File: src/logic/ccr_pkg.sv
// Purpose: Shared constants for the control and status register block.
// Assumes: Configuration-space accesses use 24-bit addressing on the backplane.
// Notes:   Offsets are byte offsets inside a board's 512 KB configuration region.
package ccr_pkg;

  // Address modifier of a configuration-space access.
  localparam logic [5:0]  AM_CSR      = 6'h2F;

  // Register byte offsets inside the region.
  localparam logic [18:0] OFS_CLR     = 19'h7FFF7;
  localparam logic [18:0] OFS_SET     = 19'h7FFFB;
  localparam logic [18:0] OFS_BAR     = 19'h7FFFF;

  // The top sixteen bytes form the register window.
  localparam logic [18:0] WIN_BASE    = 19'h7FFF0;
  localparam int          WIN_LSB     = 4;

  // Field positions of the set and clear registers.
  localparam int          BIT_RST     = 7;
  localparam int          BIT_SFE     = 6;
  localparam int          BIT_FAIL    = 5;

  // Region field of the region-select register.
  localparam int          BAR_HI      = 7;
  localparam int          BAR_LO      = 3;

  // Reset values.
  localparam logic [7:0]  BAR_RST     = 8'h08;
  localparam logic        RST_MODE_RST = 1'b0;
  localparam logic        SFE_RST     = 1'b0;

  // Register select codes.
  localparam logic [1:0]  SEL_NONE    = 2'h0;
  localparam logic [1:0]  SEL_CLR     = 2'h1;
  localparam logic [1:0]  SEL_SET     = 2'h2;
  localparam logic [1:0]  SEL_BAR     = 2'h3;

  // Pin synchroniser depth.
  localparam int          SYNC_STAGES = 2;

endpackage : ccr_pkg

File: src/logic/ccr_csr_top.sv
// Purpose: Control and status register slave on the backplane configuration space.
// Assumes: All backplane pins are asynchronous; two flops precede any logic.
// Notes:   Answers only inside the top sixteen bytes of the selected region.
//          Reset mode is only reported; the board decides what it stops doing.
module ccr_csr_top (
  input  wire logic        i_sys_clk,
  input  wire logic        i_rst_n,
  // Backplane slave pins, active-low strobes.
  input  wire logic [23:1] i_addr,
  input  wire logic [5:0]  i_am,
  input  wire logic        i_as_n,
  input  wire logic        i_ds0_n,
  input  wire logic        i_ds1_n,
  input  wire logic        i_write_n,
  input  wire logic        i_lword_n,
  input  wire logic [7:0]  i_data,
  output logic      [7:0]  o_data,
  output logic             o_data_oe,
  output logic             o_dtack_n,
  output logic             o_dtack_oe,
  // Open-drain system-fail line.
  output logic             o_sysfail_n,
  output logic             o_sysfail_oe,
  // Board side.
  input  wire logic        i_board_failed,
  output logic             o_reset_mode,
  output logic             o_sysfail_en,
  output logic      [7:0]  o_region_sel
);

  // IDLE waits for a decode, XFER touches the registers, DRIVE puts read data
  // on the bus and HOLD acknowledges until the master lets go of the strobes.
  typedef enum logic [1:0] {
    ST_IDLE  = 2'b00,
    ST_XFER  = 2'b01,
    ST_DRIVE = 2'b10,
    ST_HOLD  = 2'b11
  } ccr_state_e;

  logic [23:1]      addr_s;
  logic [4:0]       strb_s;
  logic [5:0]       am_s;
  logic             as_n_s;
  logic             ds0_n_s;
  logic             ds1_n_s;
  logic             write_n_s;
  logic             lword_n_s;
  logic [7:0]       data_s;

  ccr_state_e       state_r;
  ccr_state_e       state_nxt;
  logic [18:0]      ofs;
  logic [18:0]      ofs_r;
  logic             wr_r;
  logic             hit;
  logic             strobe_on;
  logic             am_ok;
  logic             region_ok;
  logic             region_legal;
  logic             window_ok;
  logic             acc;
  logic [7:0]       rdata;
  logic [7:0]       bar;
  logic             rst_mode;
  logic             sfe;

  // Region field of a region-select byte; the decode reads it twice.
  function automatic logic [4:0] region_of(input logic [7:0] sel_byte);
    region_of = sel_byte[ccr_pkg::BAR_HI:ccr_pkg::BAR_LO];
  endfunction

  // Each pin group has its own synchroniser. All of them reset to the idle high
  // level so that releasing reset never looks like a falling strobe.
  ccr_sync #(
    .WIDTH     (23),
    .RST_VAL   (23'h7FFFFF)
  ) u_sync_addr (
    .i_sys_clk (i_sys_clk),
    .i_rst_n   (i_rst_n),
    .i_async   (i_addr),
    .o_sync    (addr_s)
  );

  ccr_sync #(
    .WIDTH     (6),
    .RST_VAL   (6'h3F)
  ) u_sync_am (
    .i_sys_clk (i_sys_clk),
    .i_rst_n   (i_rst_n),
    .i_async   (i_am),
    .o_sync    (am_s)
  );

  ccr_sync #(
    .WIDTH     (5),
    .RST_VAL   (5'h1F)
  ) u_sync_strb (
    .i_sys_clk (i_sys_clk),
    .i_rst_n   (i_rst_n),
    .i_async   ({i_as_n, i_ds0_n, i_ds1_n, i_write_n, i_lword_n}),
    .o_sync    (strb_s)
  );

  ccr_sync #(
    .WIDTH     (8),
    .RST_VAL   (8'hFF)
  ) u_sync_data (
    .i_sys_clk (i_sys_clk),
    .i_rst_n   (i_rst_n),
    .i_async   (i_data),
    .o_sync    (data_s)
  );

  assign {as_n_s, ds0_n_s, ds1_n_s, write_n_s, lword_n_s} = strb_s;

  // A lone even-byte strobe lands on an even offset, which is always reserved.
  assign ofs       = {addr_s[18:1], ~ds0_n_s};
  assign strobe_on = !as_n_s && (!ds0_n_s || !ds1_n_s);

  // Reset mode is deliberately absent here so the bus keeps answering in it.
  // Long-word cycles are not served: only single bytes reach these registers.
  assign am_ok        = lword_n_s && (am_s == ccr_pkg::AM_CSR);
  assign region_ok    = addr_s[23:19] == region_of(bar);
  // A region-select of zero would collide with slot identification, so the
  // board then stays silent until it is reset.
  assign region_legal = region_of(bar) != 5'h00;
  // Only the top sixteen bytes answer; everything below is the ROM area.
  assign window_ok    = ofs[18:ccr_pkg::WIN_LSB] == ccr_pkg::WIN_BASE[18:ccr_pkg::WIN_LSB];
  assign hit          = strobe_on && am_ok && region_ok && region_legal && window_ok;

  // The machine waits in HOLD until the address strobe or both data strobes are released, so a strobe
  // that is still held can never start a second access.
  always_comb
  begin
    state_nxt = state_r;
    unique case (state_r)
      ST_IDLE:  if (hit) state_nxt = ST_XFER;
      ST_XFER:  state_nxt = ST_DRIVE;
      ST_DRIVE: state_nxt = ST_HOLD;
      ST_HOLD:  if (o_dtack_oe && !strobe_on) state_nxt = ST_IDLE;
    endcase
  end

  always_ff @(posedge i_sys_clk or negedge i_rst_n)
  begin
    if (!i_rst_n)
      state_r <= ST_IDLE;
    else
      state_r <= state_nxt;
  end

  // Offset and direction are frozen at the decode so a late pin change cannot
  // retarget an access already under way.
  always_ff @(posedge i_sys_clk or negedge i_rst_n)
  begin
    if (!i_rst_n)
      ofs_r <= 19'h00000;
    else if (state_r == ST_IDLE && hit)
      ofs_r <= ofs;
  end

  // A write is recognised by the direction pin as it stood at the decode.
  always_ff @(posedge i_sys_clk or negedge i_rst_n)
  begin
    if (!i_rst_n)
      wr_r <= 1'b0;
    else if (state_r == ST_IDLE && hit)
      wr_r <= !write_n_s;
  end

  // Exactly one register access per bus cycle, one edge after the decode.
  assign acc = (state_r == ST_XFER);

  // The core holds the three defined registers; nothing else in the window
  // stores data.
  ccr_reg_core u_core (
    .i_sys_clk      (i_sys_clk),
    .i_rst_n        (i_rst_n),
    .i_acc          (acc),
    .i_wr           (wr_r),
    .i_ofs          (ofs_r),
    .i_wdata        (data_s),
    .i_board_failed (i_board_failed),
    .o_rdata        (rdata),
    .o_bar          (bar),
    .o_reset_mode   (rst_mode),
    .o_sysfail_en   (sfe)
  );

  // Read data go onto the bus one cycle before the acknowledge so they are
  // settled when the master samples them.
  always_ff @(posedge i_sys_clk or negedge i_rst_n)
  begin
    if (!i_rst_n)
      o_data <= 8'h00;
    else if (state_r == ST_DRIVE)
      o_data <= rdata;
    else if (state_nxt == ST_IDLE)
      o_data <= 8'h00;
  end

  // The data drivers open only on reads; a write cycle never drives the lines.
  always_ff @(posedge i_sys_clk or negedge i_rst_n)
  begin
    if (!i_rst_n)
      o_data_oe <= 1'b0;
    else if (state_r == ST_DRIVE)
      o_data_oe <= !wr_r;
    else if (state_nxt == ST_IDLE)
      o_data_oe <= 1'b0;
  end

  // The acknowledge is raised once per cycle and held until the release.
  always_ff @(posedge i_sys_clk or negedge i_rst_n)
  begin
    if (!i_rst_n)
      o_dtack_oe <= 1'b0;
    else if (state_r == ST_HOLD && !o_dtack_oe)
      o_dtack_oe <= 1'b1;
    else if (state_nxt == ST_IDLE)
      o_dtack_oe <= 1'b0;
  end

  // Open-drain lines only ever pull low.
  always_ff @(posedge i_sys_clk or negedge i_rst_n)
  begin
    if (!i_rst_n)
      o_dtack_n <= 1'b0;
    else
      o_dtack_n <= 1'b0;
  end

  always_ff @(posedge i_sys_clk or negedge i_rst_n)
  begin
    if (!i_rst_n)
      o_sysfail_n <= 1'b0;
    else
      o_sysfail_n <= 1'b0;
  end

  // The fail line is pulled only when the board has failed and the driver is on.
  always_ff @(posedge i_sys_clk or negedge i_rst_n)
  begin
    if (!i_rst_n)
      o_sysfail_oe <= 1'b0;
    else
      o_sysfail_oe <= sfe && i_board_failed;
  end

  // Board-side copies trail the internal bits by one cycle so that every
  // output comes straight from a flop.
  always_ff @(posedge i_sys_clk or negedge i_rst_n)
  begin
    if (!i_rst_n)
      o_reset_mode <= ccr_pkg::RST_MODE_RST;
    else
      o_reset_mode <= rst_mode;
  end

  always_ff @(posedge i_sys_clk or negedge i_rst_n)
  begin
    if (!i_rst_n)
      o_sysfail_en <= ccr_pkg::SFE_RST;
    else
      o_sysfail_en <= sfe;
  end

  // Software reads the whole stored byte back, low bits included.
  always_ff @(posedge i_sys_clk or negedge i_rst_n)
  begin
    if (!i_rst_n)
      o_region_sel <= ccr_pkg::BAR_RST;
    else
      o_region_sel <= bar;
  end

endmodule // ccr_csr_top

File: src/logic/ccr_sync.sv
// Purpose: Multi-bit two-flop synchroniser for backplane pins.
// Assumes: Each bit is sampled independently; buses are stable while strobed.
// Notes:   Only the last stage is visible outside this module.
module ccr_sync #(
  parameter int               WIDTH   = 1,
  parameter logic [WIDTH-1:0] RST_VAL = '1
) (
  input  wire logic             i_sys_clk,
  input  wire logic             i_rst_n,
  input  wire logic [WIDTH-1:0] i_async,
  output logic      [WIDTH-1:0] o_sync
);

  logic [WIDTH-1:0] meta_r;

  // Both stages reset to the idle level of the pin, so releasing reset never
  // looks like a falling strobe.
  genvar g;
  generate
    for (g = 0; g < WIDTH; g++)
    begin : g_bit
      always_ff @(posedge i_sys_clk or negedge i_rst_n)
      begin
        if (!i_rst_n)
        begin
          meta_r[g] <= RST_VAL[g];
          o_sync[g] <= RST_VAL[g];
        end
        else
        begin
          meta_r[g] <= i_async[g];
          o_sync[g] <= meta_r[g];
        end
      end
    end
  endgenerate

endmodule // ccr_sync

File: src/logic/ccr_reg_core.sv
// Purpose: Region-select, set and clear registers with their side effects.
// Assumes: One access strobe per bus cycle, from the access sequencer.
// Notes:   Read data are registered on the access strobe.
module ccr_reg_core (
  input  wire logic        i_sys_clk,
  input  wire logic        i_rst_n,
  input  wire logic        i_acc,
  input  wire logic        i_wr,
  input  wire logic [18:0] i_ofs,
  input  wire logic [7:0]  i_wdata,
  input  wire logic        i_board_failed,
  output logic      [7:0]  o_rdata,
  output logic      [7:0]  o_bar,
  output logic             o_reset_mode,
  output logic             o_sysfail_en
);

  logic [1:0] sel;
  logic [7:0] status;

  function automatic logic [1:0] reg_sel(input logic [18:0] ofs);
    unique case (ofs)
      ccr_pkg::OFS_CLR: reg_sel = ccr_pkg::SEL_CLR;
      ccr_pkg::OFS_SET: reg_sel = ccr_pkg::SEL_SET;
      ccr_pkg::OFS_BAR: reg_sel = ccr_pkg::SEL_BAR;
      default:          reg_sel = ccr_pkg::SEL_NONE;
    endcase
  endfunction

  assign sel = reg_sel(i_ofs);

  // Both status registers show the same live state.
  always_comb
  begin
    status                    = 8'h00;
    status[ccr_pkg::BIT_RST]  = o_reset_mode;
    status[ccr_pkg::BIT_SFE]  = o_sysfail_en;
    status[ccr_pkg::BIT_FAIL] = i_board_failed;
  end

  always_ff @(posedge i_sys_clk or negedge i_rst_n)
  begin
    if (!i_rst_n)
      o_bar <= ccr_pkg::BAR_RST;
    else if (i_acc && i_wr && sel == ccr_pkg::SEL_BAR)
      o_bar <= i_wdata;
  end

  // Bit five is never written from the bus.
  always_ff @(posedge i_sys_clk or negedge i_rst_n)
  begin
    if (!i_rst_n)
      o_reset_mode <= ccr_pkg::RST_MODE_RST;
    else if (i_acc && i_wr && sel == ccr_pkg::SEL_SET && i_wdata[ccr_pkg::BIT_RST])
      o_reset_mode <= 1'b1;
    else if (i_acc && i_wr && sel == ccr_pkg::SEL_CLR && i_wdata[ccr_pkg::BIT_RST])
      o_reset_mode <= 1'b0;
  end

  always_ff @(posedge i_sys_clk or negedge i_rst_n)
  begin
    if (!i_rst_n)
      o_sysfail_en <= ccr_pkg::SFE_RST;
    else if (i_acc && i_wr && sel == ccr_pkg::SEL_SET && i_wdata[ccr_pkg::BIT_SFE])
      o_sysfail_en <= 1'b1;
    else if (i_acc && i_wr && sel == ccr_pkg::SEL_CLR && i_wdata[ccr_pkg::BIT_SFE])
      o_sysfail_en <= 1'b0;
  end

  // Reserved window bytes read as zero and swallow writes.
  always_ff @(posedge i_sys_clk or negedge i_rst_n)
  begin
    if (!i_rst_n)
      o_rdata <= 8'h00;
    else if (i_acc)
    begin
      unique case (sel)
        ccr_pkg::SEL_CLR,
        ccr_pkg::SEL_SET:  o_rdata <= status;
        ccr_pkg::SEL_BAR:  o_rdata <= o_bar;
        ccr_pkg::SEL_NONE: o_rdata <= 8'h00;
      endcase
    end
  end

endmodule // ccr_reg_core

File: config.mk
export PLATFORM = sky130hd
export DESIGN_NAME = ccr_csr_top
export DESIGN_NICKNAME = d
export VERILOG_FILES = /design/src/logic/ccr_pkg.sv /design/src/logic/ccr_csr_top.sv /design/src/logic/ccr_sync.sv /design/src/logic/ccr_reg_core.sv
export SDC_FILE = /design/constraint.sdc
export NUM_CORES = 1
export LEC_CHECK = 0
export BUFFER_PORTS_ARGS = -buffer_cell sky130_fd_sc_hd__buf_2
export CORE_UTILIZATION = 45
export DETAILED_ROUTE_END_ITERATION = 10
export GPL_TIMING_DRIVEN = 0
export PLACE_DENSITY = 0.62
export SYNTH_ARGS = -nofsm -noshare
export SYNTH_HDL_FRONTEND = slang
export SYNTH_SLANG_ARGS = --single-unit
File: constraint.sdc
create_clock -name i_sys_clk -period 2.8 [get_ports i_sys_clk]
set_input_delay 0 -clock i_sys_clk [delete_from_list [all_inputs] [get_ports i_sys_clk]]
set_output_delay 0 -clock i_sys_clk [all_outputs]
set_load 0.02 [all_outputs]
==> results list <==
- STA puts the critical path data arrival time at between 2000 and 3000 ps.
- Highest-count cells in the layout ignoring fill and taps: 86 x sky130_fd_sc_hd__dfstp_2, 66 x sky130_fd_sc_hd__buf_2, 59 x sky130_fd_sc_hd__dfrtp_1
- Starting density of the core: 0.470
* Cell at the slowest stage of the critical path: sky130_fd_sc_hd__nor4_2
* IO Pins: 68
- Dominant synthesized flop cell: sky130_fd_sc_hd__dfstp_2
- Number of buffers between clock root and the deepest sink: 2
- Sorting the synthesized cells by area gives the leading types as sky130_fd_sc_hd__dfstp_2 49%, sky130_fd_sc_hd__dfrtp_1 32%, sky130_fd_sc_hd__nand2_1 2.7%.
- The final hold violation count is 0.
- Switching power as a share of total power: 0.218
- The final layout contains 468 nets.
* Number of CTS-inserted buffers: 17
- The number of global-route vias before repair was approximately 2.6k.
- The initial antenna violation count is 0.
- After routing, the total negative slack on setup checks comes to 0 ps.
* Shortest period the worst path allows: around 2500 ps
- In the global route stage, overall resource usage came out at 0.150.
- Library cell occupying the most area in the post-synthesis netlist: sky130_fd_sc_hd__dfstp_2
- Internal power summed over all cells: approximately 3.4 mW
- Gate power share: 0.031
* Mean area per synthesized cell: about 16 um^2
- Worst path cell trace: and4_1 -> nand3_1 -> nor4_2 -> and2_1 -> ha_1 -> clkbuf_1 -> nand2_2 -> mux2_2
* Max_cap viols: 0
* Rel. slew slack: 0.363
* Slew Viols, Final: 0
- In this run the cell area measured after placement is between 0.005 and 0.006 mm^2.
- Core area: 0.00991 mm^2
- Setup slack after placement: ~80 ps
- Synthesis produced 290 cells.
- Fraction of power consumed by sequential logic: 0.515
- The critical path is of the reg2reg type.
- Unrepaired setup endpoints after global routing: false
* Clock Latency Late Sink: 520 ps
* Total overflow reported by the global router: 0
* Most common library cell in the layout ignoring fill and taps: sky130_fd_sc_hd__dfstp_2
* Number of iterations in the first detailed-routing pass: 4
- Pin slew with the least headroom to its limit: 943 ps
- Power density normalized to cell area: 703 mW/mm^2
- After detailed routing, the average wire length per cell comes to between 10 and 15 um.
* FFs w/ async S/R, synth: 1.00
- The final route contains about 2.6k vias.
- The cell area that synthesis handed to floorplanning was between 0.004 and 0.005 mm^2.
- The congestion estimate from routability-driven global placement came to around 0.7.
* Clock Power Share: 0.454
- The clock drives roughly 150 sinks.
- During synthesis, Yosys emitted a total of 0 warnings.
* Detailed-route vias per instance: between 4 and 5
- Across the routed clock network, the largest skew measured is 15.4 ps.
* Post-route design area: 0.00615 mm^2
- Post-Route WL: approximately 7200 um
- Once detail routing completed, the nets flagged for antenna violations numbered 0.
- Static leakage: between 2 and 3 nW
* Detailed-placement wirelength estimate: about 4300 um
- Chip Height: approximately 100 um
- The floorplan step defined a die boundary enclosing 0.0108 mm^2.
- Clock edge transition at the registers on the reported setup and hold paths: approximately 60 ps
- Portion of the clock cycle consumed by the worst path in the final layout: 0.884
- Setup violations remaining at the end of the flow were counted as 0.
* Largest voltage drop on the vdd net: around 0.42 mV
- Post CTS Setup Buffer Count: 0
- Worst EP required: 3200 ps
- The largest single stage delay on the critical path is about 420 ps.
* Reported net switching power: approximately 940 uW
- Sort of element at the end of the critical path: flop
- Worst Hold Class: in2async
- Horizontal die dimension: 104 um
* Final antenna diode count: 0
* First DRT Iteration DRCs: ~70
- Achievable frequency: between 400 and 500 MHz
- The flow ran to the end, and the final reports show no timing, DRC or antenna violations.
* Global-route wire length before repair: ~12000 um
* Count of buffers from port buffering: 65
- Entering global routing, the biggest net connects between 80 and 90 pins.
- After layout, the worst setup slack is 324 ps.
- Compared with the post-synthesis result, the final layout area differs by 32.3%.
- Library cells used by synthesis: 35
* Deepest level of the CTS H-tree: 4
- Root buffer selected by CTS: sky130_fd_sc_hd__clkbuf_8
* Layout cells sized above 1: 0.469
* TritonCTS clock tree: yes
- Area share of the largest cell type after synthesis: 0.486
- In this run, synthesis produced a sequential element count of between 100 and 150.
- The floorplan has 36 rows.
* Portion of the post-synthesis area used by sequential elements: 0.803
* Startpoint type of the worst setup path: flop
* Number of DRC violations after detailed routing: 0
* Number of enable flip-flop cells after synthesis: 0
- Of all nets on the critical path, the largest fanout is 9.
Yosys cell counts, types with 3 or more instances:
cell type                  count
sky130_fd_sc_hd__dfstp_2      86
sky130_fd_sc_hd__dfrtp_1      59
sky130_fd_sc_hd__nand2_1      33
sky130_fd_sc_hd__nand2b_1     18
sky130_fd_sc_hd__a21oi_1      10
sky130_fd_sc_hd__mux2_2       10
sky130_fd_sc_hd__o21ai_0       9
sky130_fd_sc_hd__nand4_1       6
sky130_fd_sc_hd__nor2_1        6
sky130_fd_sc_hd__inv_1         5
sky130_fd_sc_hd__a31oi_1       4
sky130_fd_sc_hd__and2_1        4
sky130_fd_sc_hd__nand3_1       4
sky130_fd_sc_hd__xor2_1        4
sky130_fd_sc_hd__ha_1          3
sky130_fd_sc_hd__nor2b_1       3
critical path, delay by kind of cell (launching register included):
family / cells / cell delay [ps]
buf+inv: 1 / 350
flops: 1 / 340
fa+ha+maj: 1 / 150
simple gates: 5 / 1190
mux: 1 / 330
cells by family after synthesis:
kind of cell	share of synthesized area
flops	0.803
mux	0.0317
fa+ha+maj	0.00807
compound gates	0.0428
xor+xnor	0.00753
buf+inv	0.0118
simple gates	0.0944
other cells	0.000806
final timing paths:
kind,startpoint,endpoint,slack [ps],depth (start not counted)
setup / recovery,ofs_r[12],u_core.o_bar[4],320,8
hold reg to reg,u_sync_addr.meta_r[5],u_sync_addr.o_sync[5],350,0
setup reg to reg,ofs_r[12],u_core.o_bar[4],320,8
hold / removal,i_rst_n,ofs_r[0],30,2
max in group asynchronous,i_rst_n,u_sync_strb.meta_r[1],2000,3
min in group i_sys_clk,i_addr[13],u_sync_addr.meta_r[12],120,2
per-stage QoR:
stage | total power, mW | util | cells | hold slack [ps]
2_1_floorplan | 2.26 | - | 291 | -296
3_3_place_gp | 2.34 | 0.520 | 489 | 105
3_5_place_dp | 2.35 | 0.523 | 490 | -7.58
4_1_cts | 4.37 | 0.620 | 566 | 7.85
5_1_grt | 4.48 | 0.621 | 566 | 62.0
6_report | 4.32 | 0.621 | 566 | 27.5
power groups by stage:
stage	Clock, mW	Sequential [mW]	Combinational [mW]
final	1.96	2.22	0.134
after detailed placement	0	2.26	0.0890
after CTS	2.01	2.23	0.136
after floorplan	0	2.25	0.0125
after global routing	2.10	2.23	0.152
after global placement	0	2.26	0.0821
area by class of cell:
cell class	instances	area, um^2
fillers	757	3750
flip-flops and latches	145	3740
multi-input cells	134	875
repair buffers	110	800
clock buffers	19	422
well taps	133	166
clock inverters	13	101
plain buffers	7	36.3
inverters	5	18.8
repair_timing:
action	4_1_cts	5_1_grt
endpoints found under the setup margin	0	8
gates resized for setup	0	2
endpoints found under the hold margin	151	0
hold buffers	44	0
registers in the layout (all words and copies together) (netlist names), 2 cells and up:
register            flops
u_sync_addr.meta_r     23
u_sync_addr.o_sync     23
ofs_r                  19
o_data                  8
o_region_sel            8
u_core.o_bar            8
u_core.o_rdata          8
u_sync_data.meta_r      8
u_sync_data.o_sync      8
u_sync_am.meta_r        6
u_sync_am.o_sync        6
u_sync_strb.meta_r      5
u_sync_strb.o_sync      5
state_r                 2
per-layer routing:
| metal | GRT usage | routed length [um] | up-vias | part of all wire |
|---|---|---|---|---|
| met5 | 0 | 0 | - | 0 |
| met4 | 0.0643 | 66 | 0 | 0.0092 |
| met3 | 0.0478 | 315 | 8 | 0.044 |
| met2 | 0.241 | 3600 | 59 | 0.50 |
| met1 | 0.187 | 3210 | 1273 | 0.45 |
| li1 | - | - | 1226 | - |
Note: power is estimated with default switching activity, not from simulation.
